File: src/pmsvc_pkg.sv
// Constants, field layouts and carrier types of the power-management and
// slot/virtual-channel preload loader.
// Assumes one 200 MHz core clock and an asynchronous active-high reset.
`default_nettype none

package pmsvc_pkg;

  // ****************************************************************
  // Sizes and preload word addresses
  // ****************************************************************
  localparam int            NUM_PORTS   = 3;
  localparam int            NUM_WORDS   = 6;
  localparam logic [7:0]    W_P1_PMDATA = 8'h53;
  localparam logic [7:0]    W_P2_PM     = 8'h54;
  localparam logic [7:0]    W_P2_PMDATA = 8'h55;
  localparam logic [7:0]    W_P0_SLOT   = 8'h60;
  localparam logic [7:0]    W_P1_SLOT   = 8'h62;
  localparam logic [7:0]    W_P2_SLOT   = 8'h64;
  localparam logic [NUM_WORDS-1:0][7:0] PRELOAD_SEQ =
    {W_P2_SLOT, W_P1_SLOT, W_P0_SLOT, W_P2_PMDATA, W_P2_PM, W_P1_PMDATA};
  localparam logic [2:0]    IDX_P1_PMDATA = 3'h0;
  localparam logic [2:0]    IDX_P2_PM     = 3'h1;
  localparam logic [2:0]    IDX_P2_PMDATA = 3'h2;
  localparam logic [2:0]    IDX_SLOT_BASE = 3'h3;
  localparam logic [2:0]    IDX_LAST      = 3'h5;

  // ****************************************************************
  // Configuration register offsets
  // ****************************************************************
  localparam logic [11:0]   OFF_PM_CAPABILITY   = 12'h040;
  localparam logic [11:0]   OFF_PM_CONTROL_DATA = 12'h044;
  localparam logic [11:0]   OFF_EXPRESS_CAP     = 12'h0c0;
  localparam logic [11:0]   OFF_LINK_CAPABILITY = 12'h0cc;
  localparam logic [11:0]   OFF_LINK_STAT_CTRL  = 12'h0d0;
  localparam logic [11:0]   OFF_VC_PORT_CAP     = 12'h144;
  localparam logic [11:0]   OFF_VC0_RES_CTRL    = 12'h154;

  // ****************************************************************
  // Field positions inside a preload word
  // ****************************************************************
  localparam int            D_PMDATA_LSB = 8;
  localparam int            D_NSR        = 0;
  localparam int            D_AUX_LSB    = 1;
  localparam int            D_PME_LSB    = 6;
  localparam int            D_SLOT_IMPL  = 0;
  localparam int            D_SLOT_CLK   = 1;
  localparam int            D_DSI        = 2;
  localparam int            D_LOW_PRIORITY_VC_COUNT       = 3;
  localparam int            D_PNUM_LSB   = 4;
  localparam int            D_TCMAP_LSB  = 9;

  // ****************************************************************
  // Field positions inside a configuration register
  // ****************************************************************
  localparam int            R_PMDATA_LSB = 24;
  localparam int            R_NSR        = 3;
  localparam int            R_AUX_LSB    = 22;
  localparam int            R_D1         = 25;
  localparam int            R_D2         = 26;
  localparam int            R_PME_LSB    = 28;
  localparam int            R_SLOT_IMPL  = 24;
  localparam int            R_SLOT_CLK   = 28;
  localparam int            R_DSI        = 21;
  localparam int            R_LOW_PRIORITY_VC_COUNT       = 4;
  localparam int            R_PNUM_LSB   = 24;
  localparam int            R_TCMAP_LSB  = 1;

  // ****************************************************************
  // Carrier types
  // ****************************************************************
  typedef struct packed {
    logic [7:0] pm_data;
    logic       no_soft_reset;
    logic [2:0] aux_current;
    logic [1:0] pme_d2d1;
    logic       slot_impl;
    logic       slot_clock;
    logic       dsi;
    logic       low_priority_vc_count;
    logic [2:0] port_num;
    logic [6:0] tc_map;
  } pmsvc_port_t;

  typedef pmsvc_port_t [NUM_PORTS-1:0] pmsvc_ports_t;

  localparam pmsvc_port_t RST_PORT = '{8'h00, 1'b0, 3'h0, 2'h0, 1'b0, 1'b0,
                                       1'b0, 1'b0, 3'h0, 7'h00};

  typedef struct packed {
    logic       req;
    logic [7:0] addr;
  } pmsvc_mem_req_t;

  typedef struct packed {
    logic        ack;
    logic        absent;
    logic [15:0] data;
  } pmsvc_mem_rsp_t;

  typedef struct packed {
    logic        en;
    logic [1:0]  port;
    logic [11:0] off;
  } pmsvc_cfg_req_t;

  typedef struct packed {
    logic        ack;
    logic [31:0] data;
  } pmsvc_cfg_rsp_t;

  typedef enum logic [1:0] {
    ST_LOAD = 2'b01,
    ST_DONE = 2'b10
  } pmsvc_state_t;

  typedef struct packed {
    pmsvc_state_t         state;
    logic [2:0]           idx;
    logic [NUM_WORDS-1:0] present;
    pmsvc_ports_t         ports;
    pmsvc_mem_req_t       mem;
    pmsvc_cfg_rsp_t       cfg;
    logic                 ready;
  } pmsvc_regs_t;

endpackage

`default_nettype wire

File: src/pmsvc_loader.sv
// Top of the preload loader: fetches the six preload words in order,
// merges them into per-port fields and serves configuration reads.
// Assumes the memory answers each request with a one-cycle ack pulse and
// that all inputs are synchronous to clk_in.
`default_nettype none

module pmsvc_loader #(
  parameter int NUM_PORTS = pmsvc_pkg::NUM_PORTS
) (
  input  wire logic                      clk_in,
  input  wire logic                      rst_in,
  input  wire pmsvc_pkg::pmsvc_mem_rsp_t mem_rsp_in,
  output var  pmsvc_pkg::pmsvc_mem_req_t mem_req_out,
  input  wire pmsvc_pkg::pmsvc_cfg_req_t cfg_req_in,
  output var  pmsvc_pkg::pmsvc_cfg_rsp_t cfg_rsp_out,
  output var  pmsvc_pkg::pmsvc_ports_t   ports_out,
  output var  logic [5:0]                present_out,
  output var  logic                      ready_out
);
  import pmsvc_pkg::*;

  // ****************************************************************
  // Elaboration checks
  // ****************************************************************
  // The word map and the read decode are laid out for exactly three ports
  if (NUM_PORTS != pmsvc_pkg::NUM_PORTS) begin : g_bad_ports
    $error("pmsvc_loader supports exactly three ports");
  end

  // ****************************************************************
  // State and decoder
  // ****************************************************************
  pmsvc_regs_t  s_r;
  pmsvc_regs_t  s_nxt;
  pmsvc_ports_t dec_ports;
  logic         word_taken;
  logic         word_used;

  // Memory answer accepted only while loading
  assign word_taken = (s_r.state == ST_LOAD) && mem_rsp_in.ack;
  assign word_used  = word_taken && !mem_rsp_in.absent;

  pmsvc_word_decode u_decode (
    .idx_in    (s_r.idx),
    .data_in   (mem_rsp_in.data),
    .ports_in  (s_r.ports),
    .ports_out (dec_ports)
  );

  // ****************************************************************
  // Register image of one port
  // ****************************************************************
  // Unmapped offsets and bits read as zero, except D1 and D2 support which read as one; only this block's fields show
  function automatic logic [31:0] reg_image(input pmsvc_port_t f,
                                            input logic [11:0] off);
    logic [31:0] d;
    d = 32'h0000_0000;
    case (off)
      OFF_PM_CAPABILITY: begin
        d[R_AUX_LSB +: 3] = f.aux_current;
        d[R_D1]           = 1'b1;
        d[R_D2]           = 1'b1;
        d[R_PME_LSB +: 2] = f.pme_d2d1;
        d[R_DSI]          = f.dsi;
      end
      OFF_PM_CONTROL_DATA: begin
        d[R_PMDATA_LSB +: 8] = f.pm_data;
        d[R_NSR]             = f.no_soft_reset;
      end
      OFF_EXPRESS_CAP: begin
        d[R_SLOT_IMPL] = f.slot_impl;
      end
      OFF_LINK_CAPABILITY: begin
        d[R_PNUM_LSB +: 3] = f.port_num;
      end
      OFF_LINK_STAT_CTRL: begin
        d[R_SLOT_CLK] = f.slot_clock;
      end
      OFF_VC_PORT_CAP: begin
        d[R_LOW_PRIORITY_VC_COUNT] = f.low_priority_vc_count;
      end
      OFF_VC0_RES_CTRL: begin
        d[R_TCMAP_LSB +: 7] = f.tc_map;
      end
      default: begin
        d = 32'h0000_0000;
      end
    endcase
    return d;
  endfunction

  // ****************************************************************
  // Next-state logic
  // ****************************************************************
  // Loading runs straight out of reset; reads are dropped unanswered until the last word is in
  always_comb begin
    s_nxt         = s_r;
    s_nxt.cfg.ack = 1'b0;
    case (s_r.state)
      ST_LOAD: begin
        if (word_taken) begin
          // An absent word leaves the defaults in place
          if (!mem_rsp_in.absent) begin
            s_nxt.ports            = dec_ports;
            s_nxt.present[s_r.idx] = 1'b1;
          end
          if (s_r.idx == IDX_LAST) begin
            s_nxt.state    = ST_DONE;
            s_nxt.mem.req  = 1'b0;
            s_nxt.ready    = 1'b1;
          end else begin
            s_nxt.idx      = 3'(s_r.idx + 3'h1);
            s_nxt.mem.addr = PRELOAD_SEQ[3'(s_r.idx + 3'h1)];
          end
        end
      end
      ST_DONE: begin
        // Configuration reads are served only once all words are in
        if (cfg_req_in.en) begin
          s_nxt.cfg.ack = 1'b1;
          if (cfg_req_in.port < 2'(NUM_PORTS)) begin
            s_nxt.cfg.data = reg_image(s_r.ports[cfg_req_in.port], cfg_req_in.off);
          end else begin
            s_nxt.cfg.data = 32'h0000_0000;
          end
        end
      end
      default: begin
        s_nxt.state = ST_LOAD;
      end
    endcase
  end

  // ****************************************************************
  // State register
  // ****************************************************************
  always_ff @(posedge clk_in or posedge rst_in) begin
    if (rst_in) begin
      s_r.state    <= ST_LOAD;
      s_r.idx      <= 3'h0;
      s_r.present  <= '0;
      s_r.ports    <= {NUM_PORTS{RST_PORT}};
      s_r.mem.req  <= 1'b1;
      s_r.mem.addr <= W_P1_PMDATA;
      s_r.cfg      <= '0;
      s_r.ready    <= 1'b0;
    end else begin
      s_r <= s_nxt;
    end
  end

  // ****************************************************************
  // Outputs, all straight from the state register
  // ****************************************************************
  assign mem_req_out = s_r.mem;
  assign cfg_rsp_out = s_r.cfg;
  assign ports_out   = s_r.ports;
  assign present_out = s_r.present;
  assign ready_out   = s_r.ready;

  // ****************************************************************
  // Read answers
  // ****************************************************************
  // Field set of the port that the current read names; port 3 has none
  pmsvc_port_t rd_port;
  assign rd_port = (cfg_req_in.port == 2'h3) ? RST_PORT : ports_out[cfg_req_in.port];
endmodule

`default_nettype wire

File: src/pmsvc_word_decode.sv
// Merges one preload word into the per-port field set.
// Assumes the caller only presents a word that the memory really returned.
`default_nettype none

module pmsvc_word_decode (
  input  wire logic [2:0]              idx_in,
  input  wire logic [15:0]             data_in,
  input  wire pmsvc_pkg::pmsvc_ports_t ports_in,
  output var  pmsvc_pkg::pmsvc_ports_t ports_out
);
  import pmsvc_pkg::*;

  // ****************************************************************
  // Field merge, chosen by position in the load sequence
  // ****************************************************************
  always_comb begin
    ports_out = ports_in;
    case (idx_in)
      IDX_P1_PMDATA: begin
        ports_out[1].pm_data = data_in[D_PMDATA_LSB +: 8];
      end
      IDX_P2_PM: begin
        ports_out[2].no_soft_reset = data_in[D_NSR];
        ports_out[2].aux_current   = data_in[D_AUX_LSB +: 3];
        ports_out[2].pme_d2d1      = data_in[D_PME_LSB +: 2];
      end
      IDX_P2_PMDATA: begin
        ports_out[2].pm_data = data_in[D_PMDATA_LSB +: 8];
      end
      default: begin
        // Slot words follow in port order, one word per port
        for (int p = 0; p < NUM_PORTS; p++) begin
          if (idx_in == 3'(IDX_SLOT_BASE + 3'(p))) begin
            // Port 0 has no slot-implemented source in its word
            if (p != 0) begin
              ports_out[p].slot_impl = data_in[D_SLOT_IMPL];
            end
            ports_out[p].slot_clock            = data_in[D_SLOT_CLK];
            ports_out[p].dsi                   = data_in[D_DSI];
            ports_out[p].low_priority_vc_count = data_in[D_LOW_PRIORITY_VC_COUNT];
            ports_out[p].port_num              = data_in[D_PNUM_LSB +: 3];
            ports_out[p].tc_map                = data_in[D_TCMAP_LSB +: 7];
          end
        end
      end
    endcase
  end

endmodule

`default_nettype wire

File: config.mk
export PLATFORM = sky130hd
export DESIGN_NAME = pmsvc_loader
export DESIGN_NICKNAME = d
export VERILOG_FILES = /design/src/pmsvc_pkg.sv /design/src/pmsvc_loader.sv /design/src/pmsvc_word_decode.sv
export SDC_FILE = /design/constraint.sdc
export NUM_CORES = 1
export LEC_CHECK = 0
export BUFFER_PORTS_ARGS = -buffer_cell sky130_fd_sc_hd__buf_4
export CAP_MARGIN = 15
export CORE_ASPECT_RATIO = 0.6
export CORE_UTILIZATION = 45
export DETAILED_ROUTE_END_ITERATION = 8
export PLACE_DENSITY = 0.79
export SYNTH_ARGS = -nofsm -noshare
export SYNTH_HDL_FRONTEND = slang
export SYNTH_SLANG_ARGS = --single-unit
File: constraint.sdc
create_clock -name clk_in -period 8.1 [get_ports clk_in]
set_clock_uncertainty 0.2 [all_clocks]
set_input_delay 0.405 -clock clk_in [delete_from_list [all_inputs] [get_ports clk_in]]
set_output_delay 0.405 -clock clk_in [all_outputs]
set_load 0.005 [all_outputs]
==> impl_metrics.prom <==
# TYPE chip_impl_metric gauge
chip_impl_info{name="timing.rr.end",value="cfg_rsp_out[28]"} 1
chip_impl_metric{name="ys_async_sr_fraction",unit=""} 1.00
chip_impl_metric{name="synth-seq-cells",unit=""} 100
chip_impl_metric{name="core_area",unit="um^2"} 11600
chip_impl_metric{name="reg2reg_setup_slack",unit="ns"} 5.56
chip_impl_info{name="timing.setup.critical_path_class",value="flip-flop to flip-flop"} 1
chip_impl_metric{name="post_drt_wl_per_cell",unit="um"} 19.3
chip_impl_metric{name="place.gp.congestion",unit=""} 0.902
chip_impl_metric{name="die_height",unit="um"} 88.0
chip_impl_metric{name="initial_utilization",unit=""} 0.477
chip_impl_metric{name="power.static_leakage",unit="nW"} 2.90
chip_impl_metric{name="post_cts_resize_count",unit=""} 0
chip_impl_metric{name="dp_hpwl",unit="mm"} 10.2
chip_impl_metric{name="grt_first_pass_wirelength",unit="mm"} 20.6
chip_impl_metric{name="drive_gt1_frac",unit=""} 0.434
chip_impl_info{name="slowest_stage",value="sky130_fd_sc_hd__nand3b_1"} 1
chip_impl_metric{name="tritoncts_buffers",unit=""} 9
chip_impl_metric{name="crit_fanout",unit=""} 22
chip_impl_metric{name="antenna_found_initial",unit=""} 0
chip_impl_metric{name="slew_viol_final",unit=""} 0
chip_impl_metric{name="drtPass1Iterations",unit=""} 4
chip_impl_metric{name="grt_pass1_vias",unit=""} 3608
chip_impl_info{name="setup.worst_path.start_class",value="flip-flop"} 1
chip_impl_metric{name="grt_start_max_net_pins",unit=""} 79
chip_impl_info{name="critical_path.cell_chain",value="nand3b_1, nor3_4, nand3_1, o41ai_1"} 1
chip_impl_metric{name="post-place-ws",unit="ns"} 5.58
chip_impl_metric{name="routed_via_count",unit=""} 3628
chip_impl_metric{name="boundaryPins",unit=""} 168
chip_impl_metric{name="yosysUniqueCellTypes",unit=""} 56
chip_impl_metric{name="io_port_bufs",unit=""} 129
chip_impl_metric{name="clkSinkCount",unit=""} 100
chip_impl_metric{name="fin_crit_sh",unit=""} 0.314
chip_impl_metric{name="cells_after_synth",unit=""} 499
chip_impl_metric{name="finalWirelength",unit="mm"} 13.4
chip_impl_info{name="ys_dominant_reg_cell",value="sky130_fd_sc_hd__dfrtp_1"} 1
chip_impl_metric{name="powerDensity",unit="nW/um^2"} 326
chip_impl_info{name="worst_r2r_startpoint",value="s_r[136]"} 1
chip_impl_info{name="rsz_0062_raised_after_global_routing",value="false"} 1
chip_impl_metric{name="hold_path_depth",unit=""} 2
chip_impl_metric{name="max_freq",unit="MHz"} 393
chip_impl_metric{name="n_antenna_cell",unit=""} 0
chip_impl_metric{name="htreeDepth",unit=""} 3
chip_impl_metric{name="finalCriticalPeriod",unit="ns"} 2.54
chip_impl_info{name="hold_start",value="cfg_req_in[7]"} 1
chip_impl_metric{name="global_route.overflow_total",unit=""} 0
chip_impl_metric{name="drt-vias-per-instance",unit=""} 5.22
chip_impl_metric{name="row_count",unit=""} 30
chip_impl_info{name="synth.top_cells.by_area",value="sky130_fd_sc_hd__dfrtp_1, sky130_fd_sc_hd__buf_4, sky130_fd_sc_hd__mux2_2, sky130_fd_sc_hd__mux2i_1, sky130_fd_sc_hd__dfstp_2"} 1
chip_impl_metric{name="max_slew_margin",unit=""} 0.264
chip_impl_info{name="critical_path.endpoint_type",value="flip-flop"} 1
chip_impl_metric{name="grt_use_total",unit=""} 0.213
chip_impl_metric{name="required",unit="ns"} 8.14
chip_impl_metric{name="final.setup.worst_slack",unit="ns"} 5.56
chip_impl_metric{name="clkLatencyLatePin",unit="ns"} 0.34
chip_impl_info{name="run_status",value="finished, final reports clean"} 1
chip_impl_metric{name="cts-root-to-sink-buffers",unit=""} 2
chip_impl_info{name="tritoncts",value="yes"} 1
chip_impl_info{name="synth_top_area_cell",value="sky130_fd_sc_hd__dfrtp_1"} 1
chip_impl_metric{name="clkSlewWorstSetupHoldPaths",unit="ns"} 0.07
chip_impl_metric{name="post-synth-top-area-fraction",unit=""} 0.429
chip_impl_metric{name="syn-mean-instance-area",unit="um^2"} 11.1
chip_impl_metric{name="flow.area_growth_from_synthesis",unit="%"} 9.25
chip_impl_metric{name="timing.final.hold_violations",unit=""} 0
chip_impl_metric{name="maxCapViolCount",unit=""} 0
chip_impl_metric{name="synth_enable_flop_cells",unit=""} 0
chip_impl_info{name="min_delay_worst_endpoint",value="cfg_rsp_out[28]"} 1
chip_impl_metric{name="design.final.nets",unit=""} 571
chip_impl_metric{name="max_stage_delay",unit="ns"} 0.80
chip_impl_metric{name="syn_area",unit="um^2"} 5550
chip_impl_metric{name="rr_worst_depth",unit=""} 4
chip_impl_metric{name="drt_iter0_drc",unit=""} 185
chip_impl_metric{name="antenna_left",unit=""} 0
chip_impl_metric{name="remaining_drc_errors",unit=""} 0
chip_impl_metric{name="yosys_warnings",unit=""} 0
chip_impl_info{name="min_path_type",value="input pin to flip-flop"} 1
chip_impl_metric{name="timing.final.setup_violations",unit=""} 0
chip_impl_metric{name="critPathArrivalTime",unit="ns"} 2.58
chip_impl_metric{name="vdd_drop_max",unit="uV"} 133
chip_impl_metric{name="worst_slew_pin_slew",unit="ns"} 1.10
chip_impl_metric{name="chipWidth",unit="um"} 145
chip_impl_metric{name="proportion_of_synthesized_chip_area_in_sequential_cells",unit=""} 0.452
chip_impl_metric{name="die_area",unit="um^2"} 12800
chip_impl_metric{name="tns",unit="ns"} 0
chip_impl_info{name="clk_root_buffer_cell",value="sky130_fd_sc_hd__clkbuf_16"} 1
final cells by class:
| cell class | instances | area [um^2] |
|---|---|---|
| Inverter | 7 | 28.8 |
| Fill cell | 1012 | 5580 |
| Clock inverter | 4 | 25.0 |
| Multi-Input combinational cell | 278 | 2040 |
| Clock buffer | 12 | 246 |
| Tap cell | 160 | 200 |
| Sequential cell | 100 | 2510 |
| Timing Repair Buffer | 134 | 1010 |
synthesized netlist by cell type, types with 2 or more instances:
master / instances
sky130_fd_sc_hd__nor3_1: 4
sky130_fd_sc_hd__nand2b_1: 3
sky130_fd_sc_hd__nor2b_1: 4
sky130_fd_sc_hd__and2_1: 2
sky130_fd_sc_hd__ha_1: 6
sky130_fd_sc_hd__a22oi_1: 3
sky130_fd_sc_hd__o2bb2ai_1: 5
sky130_fd_sc_hd__clkbuf_1: 6
sky130_fd_sc_hd__mux2i_1: 14
sky130_fd_sc_hd__buf_2: 6
sky130_fd_sc_hd__o21bai_1: 4
sky130_fd_sc_hd__o211ai_1: 3
sky130_fd_sc_hd__mux2_2: 64
sky130_fd_sc_hd__nor4_1: 2
sky130_fd_sc_hd__nand4_1: 3
sky130_fd_sc_hd__a32oi_1: 2
sky130_fd_sc_hd__conb_1: 2
sky130_fd_sc_hd__o21ai_0: 17
sky130_fd_sc_hd__a31o_2: 2
sky130_fd_sc_hd__a22o_1: 5
sky130_fd_sc_hd__buf_4: 134
sky130_fd_sc_hd__nand3b_1: 5
sky130_fd_sc_hd__a21oi_1: 12
sky130_fd_sc_hd__nand2_1: 31
sky130_fd_sc_hd__inv_1: 7
sky130_fd_sc_hd__nand3_1: 3
sky130_fd_sc_hd__clkbuf_8: 2
sky130_fd_sc_hd__and3_1: 3
sky130_fd_sc_hd__nor2_1: 17
sky130_fd_sc_hd__buf_6: 2
sky130_fd_sc_hd__dfstp_2: 5
sky130_fd_sc_hd__dfrtp_1: 95
sky130_fd_sc_hd__o21ai_1: 3
worst max-delay path, delay by kind of cell (launching register included):
kind / cells / cell delay [ns]
AOI/OAI and AO/OA: 1 / 0.33
and+or+nand+nor: 3 / 1.51
DFF: 1 / 0.38
power breakdown:
part           switching, mW  total (mW)  internal [mW]
sequential             0.169       0.860          0.692
clock                  0.181       0.397          0.216
combinational          0.294       0.715          0.421
total                  0.644        1.97           1.33
worst max-delay path by stage:
stage | startpoint | endpoint | slack (ns)
floorplan | rst_in | cfg_rsp_out[1] | 4.88
global placement | cfg_req_in[12] | cfg_rsp_out[28] | 5.52
detailed placement | cfg_req_in[14] | cfg_rsp_out[28] | 5.58
CTS | s_r[136] | cfg_rsp_out[28] | 5.61
global route | s_r[136] | cfg_rsp_out[28] | 5.42
finish | s_r[136] | cfg_rsp_out[28] | 5.56
sequential cells by signal (all words and copies together), names as in the netlist:
signal,cells
mem_req_out,6
s_r,5
ports_out,63
present_out,6
cfg_rsp_out,19
ready_out,1
per-stage QoR:
| stage | power, mW | cell area, um^2 | instances | util | hold slack (ns) |
|---|---|---|---|---|---|
| after floorplan | 1.40 | 5680 | 535 | - | 0.230 |
| after global placement | 1.55 | 5770 | 677 | 0.496 | 0.176 |
| after detailed placement | 1.59 | 5780 | 678 | 0.497 | 0.181 |
| after CTS | 1.99 | 6060 | 695 | 0.521 | 0.0868 |
| after global routing | 2.09 | 6060 | 695 | 0.521 | 0.0951 |
| final | 1.97 | 6060 | 695 | 0.521 | 0.0954 |
cell families after synthesis:
kind of cell    after synthesis  share of synthesized area
xor+xnor                      1                    0.00158
buf+inv                     157                      0.205
compound gates               63                     0.0758
flops                       100                      0.452
mux                          78                      0.155
other cells                   2                    0.00135
fa+ha+maj                     6                     0.0135
simple gates                 92                     0.0956
routing by layer:
metal  vias up  part of all wire  global-route usage
met5         -                 0                   0
met4         0             0.012              0.0526
met3        13             0.086              0.0750
met2       147              0.45               0.326
met1      1847              0.45               0.290
li1       1621                 -                   -
cell usage in the layout (no fill, tap or decap), drive strengths merged, types with 2 or more instances in the layout:
| cell | n |
|---|---|
| buf | 133 |
| dfrtp | 95 |
| mux2 | 64 |
| conb | 38 |
| nand2 | 31 |
| o21ai | 20 |
| nor2 | 17 |
| mux2i | 14 |
| a21oi | 12 |
| clkbuf | 12 |
| inv | 7 |
| ha | 6 |
| nand3b | 5 |
| o2bb2ai | 5 |
| a22o | 5 |
| dfstp | 5 |
| nor3 | 5 |
| o21bai | 4 |
| nor2b | 4 |
| nand3 | 4 |
| o211ai | 3 |
| nand2b | 3 |
| a22oi | 3 |
| and3 | 3 |
| nand4 | 3 |
| nor4 | 3 |
| and2 | 2 |
| a32oi | 2 |
| a31o | 2 |
| clkinv | 2 |
| clkinvlp | 2 |
| or3 | 2 |
| nor3b | 2 |
timing repair:
item	4_1_cts	5_1_grt
setup buffers	0	0
hold buffers	1	0
endpoints found under the hold margin	22	0
(Power assumes the default switching activity.)
